### config.mk
export PLATFORM = sky130hd
export DESIGN_NAME = autoneg_link_status_control
export DESIGN_NICKNAME = d
export VERILOG_FILES = /design/src/hw/link_pkg.sv /design/src/hw/negotiation_arbiter.sv /design/src/hw/ten_link_monitor.sv /design/src/hw/autoneg_link_status_control.sv
export SDC_FILE = /design/constraint.sdc
export NUM_CORES = 1
export LEC_CHECK = 0
export ABC_CLOCK_PERIOD_IN_PS = 4200
export BUFFER_PORTS_ARGS = -buffer_cell sky130_fd_sc_hd__buf_2
export CELL_PAD_IN_SITES_DETAIL_PLACEMENT = 0
export CELL_PAD_IN_SITES_GLOBAL_PLACEMENT = 1
export CORE_MARGIN = 2
export CORE_UTILIZATION = 30
export DETAILED_ROUTE_END_ITERATION = 12
export PLACE_DENSITY_LB_ADDON = 0.1
export SLEW_MARGIN = 10
export SYNTH_ARGS = -nofsm -noshare
export SYNTH_HDL_FRONTEND = slang
export SYNTH_SLANG_ARGS = --single-unit
### constraint.sdc
create_clock -name clk -period 4.2 [get_ports clk]
set_clock_uncertainty 0.15 [all_clocks]
set_input_delay 1.26 -clock clk [delete_from_list [all_inputs] [get_ports clk]]
set_output_delay 1.26 -clock clk [all_outputs]
set_load 0.05 [all_outputs]
### src/hw/link_pkg.sv
// shared constants for the negotiation and 10BASE-T link register bank
// assumes a single 10 MHz clock domain
package link_pkg;
  localparam int CLK_HZ = 10_000_000;
  localparam int TICK_US = 1000;
  localparam int TICK_CYCLES = CLK_HZ / 1_000_000 * TICK_US;
  // negotiation and link test timers in ticks of TICK_US; link pass count in pulses
  localparam int BREAK_MS = 1200 / TICK_US * 1000 / 1000;
  localparam logic [7:0] BREAK_TICKS = 8'h04;
  localparam logic [7:0] COMPLETE_TICKS = 8'h02;
  localparam logic [7:0] LINK_CHECK_TICKS = 8'h32;
  localparam logic [7:0] LINK_LOSS_TICKS = 8'h64;
  localparam logic [1:0] PASS_PULSES = 2'h2;
  // register byte addresses
  localparam logic [3:0] STATUS_OFS = 4'h0;
  localparam logic [3:0] RESET_OFS = 4'h4;
  localparam logic [3:0] CONTROL_OFS = 4'h8;
  // status fields
  localparam int WORD_LSB = 16;
  localparam int NEGOTIABLE_BIT = 15;
  localparam int STATE_LSB = 12;
  localparam int REMOTE_FAULT_BIT = 11;
  localparam int POLARITY_BIT = 3;
  localparam int TEN_FAIL_BIT = 2;
  localparam int HUNDRED_FAIL_BIT = 1;
  // reset register fields
  localparam int NEG_RESET_BIT = 0;
  localparam int PHY_RESET_BIT = 1;
  // control fields
  localparam int ADV_PAUSE_BIT = 19;
  localparam int ADV_T4_BIT = 18;
  localparam int ADV_FAST_FULL_BIT = 17;
  localparam int ADV_FAST_HALF_BIT = 16;
  localparam int LINK_TEST_BIT = 12;
  localparam int SQUELCH_BIT = 8;
  localparam int NEG_EN_BIT = 7;
  localparam int ADV_TEN_HALF_BIT = 6;
  localparam int POWER_ON_BIT = 2;
  localparam int LOOPBACK_BIT = 1;
  localparam logic [31:0] CONTROL_RESET = 32'h000f_11c4;
  localparam logic [31:0] RESET_REG_RESET = 32'h0000_0001;
  localparam logic [31:0] CONTROL_MASK = 32'h000f_11c6;
  localparam logic [31:0] RESET_MASK = 32'h0000_0003;
  localparam logic [4:0] SELECTOR = 5'h01;
  localparam int ACK_BIT = 14;
  typedef enum logic [2:0] {
    ARB_DISABLED = 3'b000,
    ARB_TX_DISABLE = 3'b001,
    ARB_ABILITY = 3'b010,
    ARB_ACK = 3'b011,
    ARB_COMPLETE_ACK = 3'b100,
    ARB_LINK_GOOD = 3'b101,
    ARB_LINK_CHECK = 3'b110
  } arb_state_type;
endpackage

### src/hw/negotiation_arbiter.sv
// arbitration state machine for link code word exchange
// assumes partner words arrive decoded, one-cycle valid, and a ms tick
module negotiation_arbiter
  import link_pkg::*;
(
  // clock and reset
  input wire logic clk,
  input wire logic rstn,
  // control
  input wire logic enable,
  input wire logic restart,
  input wire logic tick,
  // partner side
  input wire logic word_valid,
  input wire logic [15:0] word_in,
  input wire logic link_ready,
  // results
  output arb_state_type state,
  output logic [15:0] partner_word,
  output logic partner_seen,
  output logic complete
);
  arb_state_type state_reg, state_next;
  logic [7:0] timer_reg;
  logic timer_done;

  assign state = state_reg;
  assign timer_done = tick && timer_reg == 8'h00;

  always_comb begin
    state_next = state_reg;
    unique case (state_reg)
      ARB_DISABLED: if (enable) state_next = ARB_TX_DISABLE;
      ARB_TX_DISABLE: if (timer_done) state_next = ARB_ABILITY;
      ARB_ABILITY: if (word_valid) state_next = ARB_ACK;
      ARB_ACK: if (word_valid && word_in[ACK_BIT]) state_next = ARB_COMPLETE_ACK;
      ARB_COMPLETE_ACK: if (timer_done) state_next = ARB_LINK_CHECK;
      ARB_LINK_CHECK: begin
        if (link_ready) state_next = ARB_LINK_GOOD;
        else if (timer_done) state_next = ARB_TX_DISABLE;
      end
      ARB_LINK_GOOD: if (!link_ready) state_next = ARB_TX_DISABLE;
      default: state_next = ARB_DISABLED;
    endcase
    if (restart && enable) state_next = ARB_TX_DISABLE;
    if (!enable) state_next = ARB_DISABLED;
  end

  always_ff @(posedge clk or negedge rstn) begin
    if (!rstn) state_reg <= ARB_DISABLED;
    else state_reg <= state_next;
  end

  // per-state timer reloads on every state change
  always_ff @(posedge clk or negedge rstn) begin
    if (!rstn) timer_reg <= BREAK_TICKS;
    else if (state_next != state_reg || (restart && enable)) begin
      unique case (state_next)
        ARB_COMPLETE_ACK: timer_reg <= COMPLETE_TICKS;
        ARB_LINK_CHECK: timer_reg <= LINK_CHECK_TICKS;
        default: timer_reg <= BREAK_TICKS;
      endcase
    end else if (tick && timer_reg != 8'h00) timer_reg <= timer_reg - 8'h01;
  end

  always_ff @(posedge clk or negedge rstn) begin
    if (!rstn) begin
      partner_word <= 16'h0000;
      partner_seen <= 1'b0;
    end else if (state_next == ARB_DISABLED || state_next == ARB_TX_DISABLE) begin
      partner_seen <= 1'b0;
    end else if (word_valid && (state_reg == ARB_ABILITY || state_reg == ARB_ACK)) begin
      partner_word <= word_in;
      partner_seen <= 1'b1;
    end
  end

  always_ff @(posedge clk or negedge rstn) begin
    if (!rstn) complete <= 1'b0;
    else complete <= state_next == ARB_LINK_GOOD && state_reg != ARB_LINK_GOOD;
  end
endmodule

### src/hw/ten_link_monitor.sv
// 10BASE-T link test and polarity tracking, plus the ms tick divider
// assumes link pulses arrive as one-cycle strobes with their sensed polarity
module ten_link_monitor
  import link_pkg::*;
#(
  parameter int TICK_DIV = TICK_CYCLES
) (
  // clock and reset
  input wire logic clk,
  input wire logic rstn,
  // control
  input wire logic test_en,
  input wire logic clear,
  // line
  input wire logic pulse,
  input wire logic pulse_positive,
  // results
  output logic tick,
  output logic link_fail,
  output logic polarity_positive
);
  logic [$clog2(TICK_DIV)-1:0] div_reg;
  logic [7:0] idle_reg;
  logic [1:0] good_reg;

  always_ff @(posedge clk or negedge rstn) begin
    if (!rstn) begin
      div_reg <= '0;
      tick <= 1'b0;
    end else begin
      tick <= div_reg == '0;
      div_reg <= div_reg == '0 ? ($clog2(TICK_DIV))'(TICK_DIV - 1) : div_reg - 1'b1;
    end
  end

  // fail after a quiet spell, pass again after a few pulses
  always_ff @(posedge clk or negedge rstn) begin
    if (!rstn) begin
      idle_reg <= 8'h00;
      good_reg <= 2'h0;
      link_fail <= 1'b1;
    end else if (clear || !test_en) begin
      idle_reg <= 8'h00;
      good_reg <= 2'h0;
      link_fail <= test_en;
    end else if (pulse) begin
      idle_reg <= 8'h00;
      if (good_reg == PASS_PULSES - 2'h1) link_fail <= 1'b0;
      else good_reg <= good_reg + 2'h1;
    end else if (tick) begin
      if (idle_reg == LINK_LOSS_TICKS) begin
        link_fail <= 1'b1;
        good_reg <= 2'h0;
      end else idle_reg <= idle_reg + 8'h01;
    end
  end

  always_ff @(posedge clk or negedge rstn) begin
    if (!rstn) polarity_positive <= 1'b1;
    else if (clear) polarity_positive <= 1'b1;
    else if (pulse) polarity_positive <= pulse_positive;
  end
endmodule

### src/hw/autoneg_link_status_control.sv
// status, reset and control registers for negotiation and the 10BASE-T port
// assumes an Avalon-MM master on clk; software reset of the controller is
// brought in only so that it can be ignored here
//
// Contract
// - status top half holds partner code word
// - bit 15 set when partner negotiates and enabled
// - state field uses the seven listed codes
// - completion raises interrupt status bit 4; here it only pulses negotiation_complete_irq for one cycle
// - writing 001 restarts negotiation when enabled
// - bit 3 polarity; negative inverts received stream
// - bit 2 set while 10BASE-T link fails
// - bit 1 shows signal detect low as fail
// - software reset leaves status and control alone
// - writing 0 to reset bit 0 clears registers
// - writing 1 to reset bit 1 resets PHY
// - control 19..16 give code word bits 10..7
// - control bit 6 gives code word bit 5
// - control bit 12 enables link test
// - control bit 8 enables receive squelch
// - control bit 2 clear powers port down
// - control bit 1 enables 10BASE-T loopback
module autoneg_link_status_control
  import link_pkg::*;
#(
  parameter int TICK_DIV = TICK_CYCLES
) (
  // clock and reset
  input wire logic clk,
  input wire logic rstn,
  // register bus
  input wire logic [3:0] address,
  input wire logic read,
  input wire logic write,
  input wire logic [31:0] writedata,
  input wire logic [3:0] byteenable,
  output logic [31:0] readdata,
  output logic waitrequest,
  // controller context
  input wire logic soft_reset,
  input wire logic pcs_mode,
  output logic negotiation_complete_irq,
  output logic phy_reset,
  // partner and line
  input wire logic partner_word_valid,
  input wire logic [15:0] partner_word_in,
  input wire logic link_ready,
  input wire logic remote_fault_tx,
  input wire logic signal_detect,
  input wire logic link_pulse,
  input wire logic link_pulse_positive,
  output logic [15:0] adv_code_word,
  // 10BASE-T port controls
  output logic ten_port_oe,
  output logic rx_invert,
  output logic link_test_en,
  output logic rx_squelch_en,
  output logic ten_loopback_en
);
  logic ack_reg;
  logic take;
  logic wr_take;
  logic [31:0] mask;
  logic [31:0] control_reg;
  logic [31:0] reset_reg;
  logic [31:0] status_word;
  logic neg_clear;
  logic restart;
  logic negotiation_en;
  logic tick;
  logic ten_link_fail;
  logic hundred_link_fail;
  logic polarity_state;
  logic partner_seen;
  logic partner_negotiable;
  logic [15:0] partner_code_word;
  arb_state_type arbitration_state;

  function automatic logic [31:0] lane_mask(input logic [3:0] be);
    lane_mask = {{8{be[3]}}, {8{be[2]}}, {8{be[1]}}, {8{be[0]}}};
  endfunction

  // one wait cycle per access; read data is ready when waitrequest drops
  assign take = (read || write) && !ack_reg;
  assign waitrequest = (read || write) && !ack_reg;
  assign wr_take = write && ack_reg;
  assign mask = lane_mask(byteenable);

  always_ff @(posedge clk or negedge rstn) begin
    if (!rstn) ack_reg <= 1'b0;
    else ack_reg <= take;
  end

  // a zero in bit 0 of the reset register clears both ports
  assign neg_clear = wr_take && address == RESET_OFS && byteenable[0] && !writedata[NEG_RESET_BIT];
  assign restart = wr_take && address == STATUS_OFS && byteenable[1]
    && writedata[STATE_LSB +: 3] == ARB_TX_DISABLE;

  // soft_reset is deliberately not a term here
  always_ff @(posedge clk or negedge rstn) begin
    if (!rstn) control_reg <= CONTROL_RESET;
    else if (neg_clear) control_reg <= CONTROL_RESET;
    else if (wr_take && address == CONTROL_OFS)
      control_reg <= (control_reg & ~mask) | (writedata & mask & CONTROL_MASK);
  end

  always_ff @(posedge clk or negedge rstn) begin
    if (!rstn) reset_reg <= RESET_REG_RESET;
    else if (wr_take && address == RESET_OFS)
      reset_reg <= (reset_reg & ~mask) | (writedata & mask & RESET_MASK);
  end

  always_ff @(posedge clk or negedge rstn) begin
    if (!rstn) phy_reset <= 1'b0;
    else phy_reset <= wr_take && address == RESET_OFS && byteenable[0] && writedata[PHY_RESET_BIT];
  end

  assign negotiation_en = control_reg[NEG_EN_BIT];
  assign link_test_en = control_reg[LINK_TEST_BIT];
  assign rx_squelch_en = control_reg[SQUELCH_BIT];
  assign ten_port_oe = control_reg[POWER_ON_BIT];
  assign ten_loopback_en = control_reg[LOOPBACK_BIT];
  assign rx_invert = !polarity_state;
  assign hundred_link_fail = !signal_detect;
  assign partner_negotiable = partner_seen && negotiation_en;

  // advertised word only means something with negotiation on
  always_ff @(posedge clk or negedge rstn) begin
    if (!rstn) adv_code_word <= 16'h0000;
    else begin
      adv_code_word <= 16'h0000;
      adv_code_word[4:0] <= SELECTOR;
      adv_code_word[5] <= control_reg[ADV_TEN_HALF_BIT];
      adv_code_word[10:7] <= control_reg[ADV_PAUSE_BIT:ADV_FAST_HALF_BIT];
      adv_code_word[ACK_BIT] <= arbitration_state == ARB_ACK || arbitration_state == ARB_COMPLETE_ACK;
    end
  end

  negotiation_arbiter arbiter (
    .clk(clk),
    .rstn(rstn),
    .enable(negotiation_en && !neg_clear),
    .restart(restart),
    .tick(tick),
    .word_valid(partner_word_valid),
    .word_in(partner_word_in),
    .link_ready(link_ready),
    .state(arbitration_state),
    .partner_word(partner_code_word),
    .partner_seen(partner_seen),
    .complete(negotiation_complete_irq)
  );

  ten_link_monitor #(
    .TICK_DIV(TICK_DIV)
  ) monitor (
    .clk(clk),
    .rstn(rstn),
    .test_en(link_test_en),
    .clear(neg_clear),
    .pulse(link_pulse),
    .pulse_positive(link_pulse_positive),
    .tick(tick),
    .link_fail(ten_link_fail),
    .polarity_positive(polarity_state)
  );

  // the state field is live; other writable looking bits are read only
  always_comb begin
    status_word = 32'h0000_0000;
    status_word[WORD_LSB +: 16] = partner_code_word;
    status_word[NEGOTIABLE_BIT] = partner_negotiable;
    status_word[STATE_LSB +: 3] = arbitration_state;
    status_word[REMOTE_FAULT_BIT] = remote_fault_tx;
    status_word[POLARITY_BIT] = polarity_state;
    status_word[TEN_FAIL_BIT] = ten_link_fail;
    status_word[HUNDRED_FAIL_BIT] = hundred_link_fail;
  end

  // unmapped addresses read as zero and drop writes
  always_ff @(posedge clk or negedge rstn) begin
    if (!rstn) readdata <= 32'h0000_0000;
    else if (take && read) begin
      unique case (address)
        STATUS_OFS: readdata <= status_word;
        RESET_OFS: readdata <= reset_reg;
        CONTROL_OFS: readdata <= control_reg;
        default: readdata <= 32'h0000_0000;
      endcase
    end
  end
endmodule

==> results of run 1 <==
-- Yosys cell counts (2+ instances only) --
master	count
xnor2_1	9
conb_1	2
o21ai_0	36
nor4bb_1	2
nand4_1	5
nand2b_1	6
nor3_1	3
nor4_1	6
a22oi_1	8
ha_1	6
nor2_1	43
dfstp_2	13
or4_1	4
nand3b_1	4
nand3_1	15
a31oi_1	2
a31o_2	2
inv_1	17
dfrtp_1	148
or3_1	3
nor2b_1	3
mux2i_1	4
buf_4	10
and2_1	46
and3_1	13
a222oi_1	24
a211oi_1	3
a21oi_1	12
xor2_1	15
mux2_2	10
nand2_1	67
a21boi_0	2
and4_1	2
clkbuf_1	21
mux2_4	10
-- critical path, delay by kind of cell --
family,cells,cell delay [ps]
and+or+nand+nor,5,1840
AOI/OAI and AO/OA,1,300
buffers and inverters,1,150
-- cells by family after synthesis --
logic type                 synth area share
and+or+nand+nor                       0.179
AOI/OAI and AO/OA                     0.113
other                               0.00108
DFF                                   0.584
buffers and inverters                0.0376
adders and majority gates            0.0108
muxes                                0.0437
xor gates and xnor gates             0.0304
-- area by class of cell --
| class | count | area share |
|---|---|---|
| Tap cell | 285 | 0.0429 |
| Clock inverter | 15 | 0.0224 |
| Multi-Input combinational cell | 403 | 0.321 |
| Clock buffer | 17 | 0.0512 |
| Timing Repair Buffer | 104 | 0.0682 |
| Inverter | 17 | 0.00767 |
| Sequential cell | 161 | 0.486 |
-- worst min-delay path by stage --
stage	startpoint	end	slack (ps)	depth (start not counted)
2_1_floorplan	control_reg[19]$_DFFE_PN1P_	adv_code_word[10]$_DFF_PN0_	250	0
3_3_place_gp	control_reg[18]$_DFFE_PN1P_	adv_code_word[9]$_DFF_PN0_	250	0
3_5_place_dp	control_reg[18]$_DFFE_PN1P_	adv_code_word[9]$_DFF_PN0_	250	0
4_1_cts	control_reg[18]$_DFFE_PN1P_	adv_code_word[9]$_DFF_PN0_	260	0
5_1_grt	control_reg[18]$_DFFE_PN1P_	adv_code_word[9]$_DFF_PN0_	270	0
6_report	control_reg[18]$_DFFE_PN1P_	adv_code_word[9]$_DFF_PN0_	260	0
-- power by group --
group	total, W	switching (W)	internal [W]
Sequential	0.00166	0.0000453	0.00161
Combinational	0.000346	0.000253	0.0000933
Clock	0.00160	0.000737	0.000861
-- layer usage --
| layer | part of all wire | wire, microns | GRT usage |
|---|---|---|---|
| met1 | 0.48 | 8450 | 0.214 |
| met3 | 0.044 | 781 | 0.0297 |
| met4 | 0.017 | 308 | 0.0507 |
| met5 | 0 | 0 | 0 |
| met2 | 0.46 | 8120 | 0.247 |
-- through the flow --
step	area, sq um	cells
after floorplan	6950	616
after global placement	7700	970
after detailed placement	7700	970
after CTS	8320	1002
after global routing	8320	1002
final	8320	1002
==> impl_metrics.ini, run 1 <==
[clocking]
clk_pin_slew_ps = 70
cts_made_buffers = 17
post_cts_resized = 0
tritoncts = done
clock_sinks = 161
cts_hold_repair.buffers = 0
cts_root_buf = clkbuf_16
clkLatencyLatePin_ps = 430
cts_max_level = 4
post_cts.repair.setup_buffers = 0
clock_path_buffers = 2

[worst_setup_path]
r2r_slack_ps = 1260
startpoint = address[1]
startpoint_type = input pin
crit_type = input pin to register
cp.required_ps = 4370
critical_path_arrival_ps = 3550
path_max_fanout = 9
crit-reg2reg-capture = arbiter.timer_reg[2]$_DFFE_PN1P_
cp_common_cell = and2_1
rr_worst_depth = 8
critPathCaptureType = register
cp-endpoint = control_reg[30]$_DFFE_PN0P_
r2r_start = arbiter.timer_reg[0]$_DFFE_PN0P_
path_cells = buf_2 -> nor4b_4 -> and2_1 -> nand2_1 -> nor2_1 -> a21oi_1 -> and2_1
slowest_stage = nor2_1
cp_slowest_stage_delay_ps = 530

[finish]
fin_util = 0.367
nFillCells = 2254
multi_input_area_sq_um = 2670
final_cell_mix = 148 x dfrtp_1, 92 x buf_2, 67 x nand2_1
final_layout_size_suffix_gt1_frac = 0.257
antenna_cells = 0
layout.area.seq_sq_um = 4050
layout_commonest_cell = dfrtp_1
layout.nets = 778
area_growth_pct = 20.1

[sta]
rsz0062_at_grt = no
fmax_ghz = 0.295
hold_violations = 0
fin_setup_tns_ps = 0
drv_slew = 0
slew_headroom = 0.227
period_needed_ps = 3390
holdWs_ps = 261
final.setup.worst_slack_ps = 814
worst_pin_slew_ps = 1140
finalSetupViolCount = 0
min_period_over_period = 0.806

[logic_synthesis]
avgSynthCellArea_sq_um = 11.4
synth_top_area_share = 0.535
synth_flop_cell = dfrtp_1
netlist_top_cells_area = dfrtp_1 53%, dfstp_2 4.9%, and2_1 4.2%
synth_enable_flop_cells = 0
synth_seq_cells = 161
synth.cell_area_sq_um = 6920
yosysWarningCount = 0
async_reset_ff_frac = 1.00
synth.yosys.seq_area_share = 0.584
synth_cell_types = 67
synth_cells = 608
synth_area_leader_cell = dfrtp_1

[route]
via_count = 4950
dr.pass1.iters = 5
via_per_inst = 4.94
final_antenna_net_count = 0
drc = 0
drt_iter0_markers = 416
wl_microns = 17700
wire_per_inst_microns = 17.6

[placement]
preCtsSetupSlack_ps = 350
hpwl_microns = 11800
gp_congestion = 0.749
port_buffers = 93

[global_route]
grt_overflow_total = 0
grt_pass1_wl_microns = 29200
grt_pass1_vias = 5258
grt_start_max_net_pins = 84
antenna_found_initial = 0
grtUsageTotal = 0.155

[pwr]
power_w = 0.00360
p_per_area_nw_per_um2 = 433
leakage_nw = 3.91
vdd_drop_max_uv = 230

[die]
dieArea_sq_um = 24300
floorplan.initialDensity = 0.306
die_h_microns = 156
die-width_microns = 156
coreArea_sq_um = 22600
rows = 55
ioPinCount = 124

[flow_run]
maxCapViolations = 0

[hold_path]
hold_class = register to register

[status]
run_status = completed
No activity file was read; power rests on OpenSTA's default activity.
==> inputs of run 2 (changes only) <==
--- a/config.mk
+++ b/config.mk
@@ -5,7 +5,7 @@
 export SDC_FILE = /design/constraint.sdc
 export NUM_CORES = 1
 export LEC_CHECK = 0
-export ABC_CLOCK_PERIOD_IN_PS = 4200
+export ABC_CLOCK_PERIOD_IN_PS = 3390
 export BUFFER_PORTS_ARGS = -buffer_cell sky130_fd_sc_hd__buf_2
 export CELL_PAD_IN_SITES_DETAIL_PLACEMENT = 0
 export CELL_PAD_IN_SITES_GLOBAL_PLACEMENT = 1
==> constraint.sdc (replaced) <==
create_clock -name clk -period 3.39 [get_ports clk]
set_clock_uncertainty 0.15 [all_clocks]
set_input_delay 1.017 -clock clk [delete_from_list [all_inputs] [get_ports clk]]
set_output_delay 1.017 -clock clk [all_outputs]
set_load 0.05 [all_outputs]
==> run 2 against run 1 <==
- worst hold slack improved by 3.8 ps
- final cell count increased by 1.3%
- via count increased by 1.0%
- global-route usage about the same
- total power increased by 21%
- count of clock-buffer cells in the layout increased by 2
- sequential power increased by 24%
- worst setup slack got worse by 330 ps
==> impl_metrics.ini, run 2 (same netlist as run 1, synthesis figures left out) <==
[pwr]
leakage_nw = 3.95
p_per_area_nw_per_um2 = 521
vdd_drop_max_uv = 324
power_w = 0.00436

[flow_run]
maxCapViolations = 0

[finish]
layout.nets = 791
area_growth_pct = 20.9
antenna_cells = 0
layout_commonest_cell = dfrtp_1
fin_util = 0.370
final_cell_mix = 148 x dfrtp_1, 92 x buf_2, 67 x nand2_1
final_area_sq_um = 8370
final_layout_size_suffix_gt1_frac = 0.268

[worst_setup_path]
path_max_fanout = 4
path_cells = inv_1 -> ha_1 -> nor4bb_1 -> a211oi_1 -> o311ai_1 -> mux2_2 -> and4_1 -> mux2_2
cp.required_ps = 3590
startpoint_type = register
cp_common_cell = mux2_2
r2r_start = arbiter.timer_reg[0]$_DFFE_PN0P_
critical_path_arrival_ps = 3110
crit_type = register to register
critPathCaptureType = register
startpoint = arbiter.timer_reg[0]$_DFFE_PN0P_
cp_slowest_stage_delay_ps = 400
slowest_stage = nor4bb_1

[status]
run_status = completed

[sta]
drv_slew = 0
slew_headroom = 0.255
rsz0062_at_grt = no
hold_violations = 0
fin_setup_tns_ps = 0
min_period_over_period = 0.856
period_needed_ps = 2900
worst_pin_slew_ps = 1120
fmax_ghz = 0.345
final.setup.worst_slack_ps = 488
finalSetupViolCount = 0

[global_route]
grt_overflow_total = 0
grt_pass1_vias = 5179
top_usage_layer = met2
grtUsageTotal = 0.155
grt_pass1_wl_microns = 29200
grt_start_max_net_pins = 63
met1_usage = 0.219
antenna_found_initial = 0
met2_usage = 0.240
grt_use_met3 = 0.0331

[route]
drc = 0
via_count = 5001
via_per_inst = 4.93
drt_iter0_markers = 343
wire_per_inst_microns = 17.6
wl_microns = 17900
dr.pass1.iters = 7
final_antenna_net_count = 0

[die]
coreArea_sq_um = 22600
ioPinCount = 124
rows = 55
die-width_microns = 156
die_h_microns = 156
floorplan.initialDensity = 0.306
dieArea_sq_um = 24300

[clocking]
cts_hold_repair.buffers = 0
clkLatencyLatePin_ps = 420
post_cts.repair.setup_buffers = 0
cts_max_level = 4
clock_sinks = 161
clk_pin_slew_ps = 70
clock_path_buffers = 2
cts_root_buf = clkbuf_16
post_cts_resized = 0
tritoncts = done
cts_made_buffers = 17

[hold_path]
min_from = control_reg[6]$_DFFE_PN1P_
hold_class = register to register

[placement]
hpwl_microns = 12100
gp_congestion = 0.729
port_buffers = 93
dpl-instance-area_sq_um = 7800
preCtsSetupSlack_ps = 87.9
run 2: changes by cell type in the layout (fill, tap and decap cells not counted), sizes merged:
cell / delta
clkbuf: +2
clkinvlp: +2
buf: +13
inv: -4
run 2: stage by stage:
stage / hold WS [ps] / instances
finish: 265 / 1015
global route: 271 / 1015
CTS: 265 / 1015
detailed placement: 255 / 983
global placement: 252 / 983
floorplan: 246 / 616
run 2: cell type report:
type,count,area (sq um)
clock buffer,19,443
clock inverter,13,126
fill,2223,14300
inverter,17,63.8
multi-input combinational,403,2670
sequential,161,4050
tap,285,357
timing repair buffer,117,664
run 2: final timing paths:
check	end	slack (ps)	cells after the start
min	adv_code_word[5]$_DFF_PN0_	260	0
max	arbiter.timer_reg[2]$_DFFE_PN1P_	490	8
min in group asynchronous	reset_reg[5]$_DFFE_PN0N_	440	1
max reg2reg	arbiter.timer_reg[2]$_DFFE_PN1P_	490	8
max in group asynchronous	monitor.link_fail$_DFFE_PN1P_	1820	2
min reg2reg	adv_code_word[5]$_DFF_PN0_	260	0
run 2: metal layers:
layer / share of wire / vias to the layer above / routed length (microns)
met4: 0.015 / 0 / 272
li1: - / 2351 / -
met1: 0.49 / 2510 / 8680
met2: 0.46 / 124 / 8190
met3: 0.040 / 16 / 712
met5: 0 / - / 0
run 2: critical path, delay by kind of cell (launching register included):
family / cells / cell delay, ps
simple gates: 2 / 670
flops: 1 / 380
buf+inv: 1 / 110
mux: 2 / 680
compound gates: 2 / 570
fa+ha+maj: 1 / 280
run 2: where the power goes:
| part | total, W | switching, W | internal [W] |
|---|---|---|---|
| clock network | 0.00187 | 0.000825 | 0.00105 |
| logic | 0.000436 | 0.000313 | 0.000123 |
| registers | 0.00206 | 0.0000562 | 0.00200 |
==> inputs of run 3 (changes only) <==
--- a/config.mk
+++ b/config.mk
@@ -11,6 +11,7 @@
 export CELL_PAD_IN_SITES_GLOBAL_PLACEMENT = 1
 export CORE_MARGIN = 2
 export CORE_UTILIZATION = 30
+export CTS_BUF_LIST = sky130_fd_sc_hd__clkbuf_16
 export DETAILED_ROUTE_END_ITERATION = 12
 export PLACE_DENSITY_LB_ADDON = 0.1
 export SLEW_MARGIN = 10
==> run 3 against run 2 <==
- via count hardly changed
- global-route usage stayed put
- core utilization hardly changed
- largest power group unchanged
==> impl_metrics.ini, run 3 (same netlist as run 1, synthesis figures left out) <==
[global_route]
antenna_found_initial = 0
grt_overflow_total = 0
grt_pass1_vias = 5179
grt_pass1_wl_microns = 29200
grt_start_max_net_pins = 63
grtUsageTotal = 0.155

[finish]
final_area_sq_um = 8360
layout.area.seq_sq_um = 4050
antenna_cells = 0
layout.nets = 791
area_growth_pct = 20.8
multi_input_area_sq_um = 2670
final_cell_mix = 148 x dfrtp_1, 92 x buf_2, 67 x nand2_1
layout_commonest_cell = dfrtp_1
final_layout_size_suffix_gt1_frac = 0.267
nFillCells = 2223

[pwr]
leakage_nw = 3.95
p_per_area_nw_per_um2 = 519
vdd_drop_max_uv = 324

[clocking]
clk_pin_slew_ps = 60
post_cts.repair.setup_buffers = 0
cts_made_buffers = 17
cts_root_buf = clkbuf_16
clock_path_buffers = 2
cts_max_level = 4
clkLatencyLatePin_ps = 420
cts_hold_repair.buffers = 0
post_cts_resized = 0
tritoncts = done
clock_sinks = 161

[sta]
holdWs_ps = 264
rsz0062_at_grt = no
slew_headroom = 0.255
fin_setup_tns_ps = 0
finalSetupViolCount = 0
fmax_ghz = 0.345
min_period_over_period = 0.856
hold_violations = 0
period_needed_ps = 2900
worst_pin_slew_ps = 1120
final.setup.worst_slack_ps = 489
drv_slew = 0

[worst_setup_path]
critPathCaptureType = register
crit-reg2reg-capture = arbiter.timer_reg[2]$_DFFE_PN1P_
crit_type = register to register
cp-endpoint = arbiter.timer_reg[2]$_DFFE_PN1P_
path_cells = inv_1 -> ha_1 -> nor4bb_1 -> a211oi_1 -> o311ai_1 -> mux2_2 -> and4_1 -> mux2_2
cp.required_ps = 3590
cp_slowest_stage_delay_ps = 400
r2r_slack_ps = 490
path_max_fanout = 4
critical_path_arrival_ps = 3100
r2r_start = arbiter.timer_reg[0]$_DFFE_PN0P_
slowest_stage = nor4bb_1
startpoint_type = register
startpoint = arbiter.timer_reg[0]$_DFFE_PN0P_
rr_worst_depth = 8
cp_common_cell = mux2_2

[status]
run_status = completed

[die]
die-width_microns = 156
dieArea_sq_um = 24300
coreArea_sq_um = 22600
floorplan.initialDensity = 0.306
die_h_microns = 156
ioPinCount = 124
rows = 55

[route]
wire_per_inst_microns = 17.6
drt_iter0_markers = 345
wl_microns = 17900
final_antenna_net_count = 0
drc = 0
via_count = 5003
dr.pass1.iters = 6
via_per_inst = 4.93

[flow_run]
maxCapViolations = 0

[placement]
port_buffers = 93
dpl-instance-area_sq_um = 7800
hpwl_microns = 12100
preCtsSetupSlack_ps = 87.9
gp_congestion = 0.729

[hold_path]
hold_class = register to register
-- run 3: cell count changes in the layout (fill, tap and decap cells not counted) --
cell,before,now
clkbuf_8,1,0
clkbuf_1,1,0
inv_1,17,18
clkinv_1,0,1
-- run 3: worst min path at each step --
stage,from,to,slack (ps),cells after the start
floorplan,control_reg[19]$_DFFE_PN1P_,adv_code_word[10]$_DFF_PN0_,250,0
global placement,control_reg[18]$_DFFE_PN1P_,adv_code_word[9]$_DFF_PN0_,250,0
detailed placement,control_reg[19]$_DFFE_PN1P_,adv_code_word[10]$_DFF_PN0_,260,0
CTS,control_reg[19]$_DFFE_PN1P_,adv_code_word[10]$_DFF_PN0_,260,0
global route,control_reg[6]$_DFFE_PN1P_,adv_code_word[5]$_DFF_PN0_,270,0
finish,control_reg[19]$_DFFE_PN1P_,adv_code_word[10]$_DFF_PN0_,260,0
-- run 3: area by class of cell --
cell class,count,area share
Tap cell,285,0.0426
Clock inverter,15,0.0160
Timing Repair Buffer,117,0.0795
Sequential cell,161,0.484
Clock buffer,17,0.0509
Inverter,17,0.00763
Multi-Input combinational cell,403,0.320
-- run 3: metal layers --
| layer | up-vias | GRT usage | share of wire |
|---|---|---|---|
| met5 | - | 0 | 0 |
| met4 | 0 | 0.0502 | 0.015 |
| met3 | 16 | 0.0331 | 0.040 |
| met2 | 131 | 0.240 | 0.46 |
| met1 | 2507 | 0.219 | 0.49 |
| li1 | 2349 | - | - |
-- run 3: report_power, final --
group	total [W]	internal, W	switching [W]	leakage [nW]
clock network	0.00184	0.00102	0.000823	0.276
registers	0.00206	0.00200	0.0000558	2.14
logic	0.000436	0.000123	0.000314	1.53
-- run 3: worst max-delay path, delay by kind of cell (launching register included) --
kind / cells / cell delay, ps
AOI/OAI and AO/OA: 2 / 570
adders and majority gates: 1 / 280
DFF: 1 / 380
buffers and inverters: 1 / 110
and+or+nand+nor: 2 / 670
muxes: 2 / 680
-- run 3: stage by stage --
stage               instances  power (W)  utilization
floorplan                 616    0.00237            -
global placement          983    0.00253        0.345
detailed placement        983    0.00254        0.345
CTS                      1015    0.00441        0.369
global route             1015    0.00455        0.369
finish                   1015    0.00434        0.369
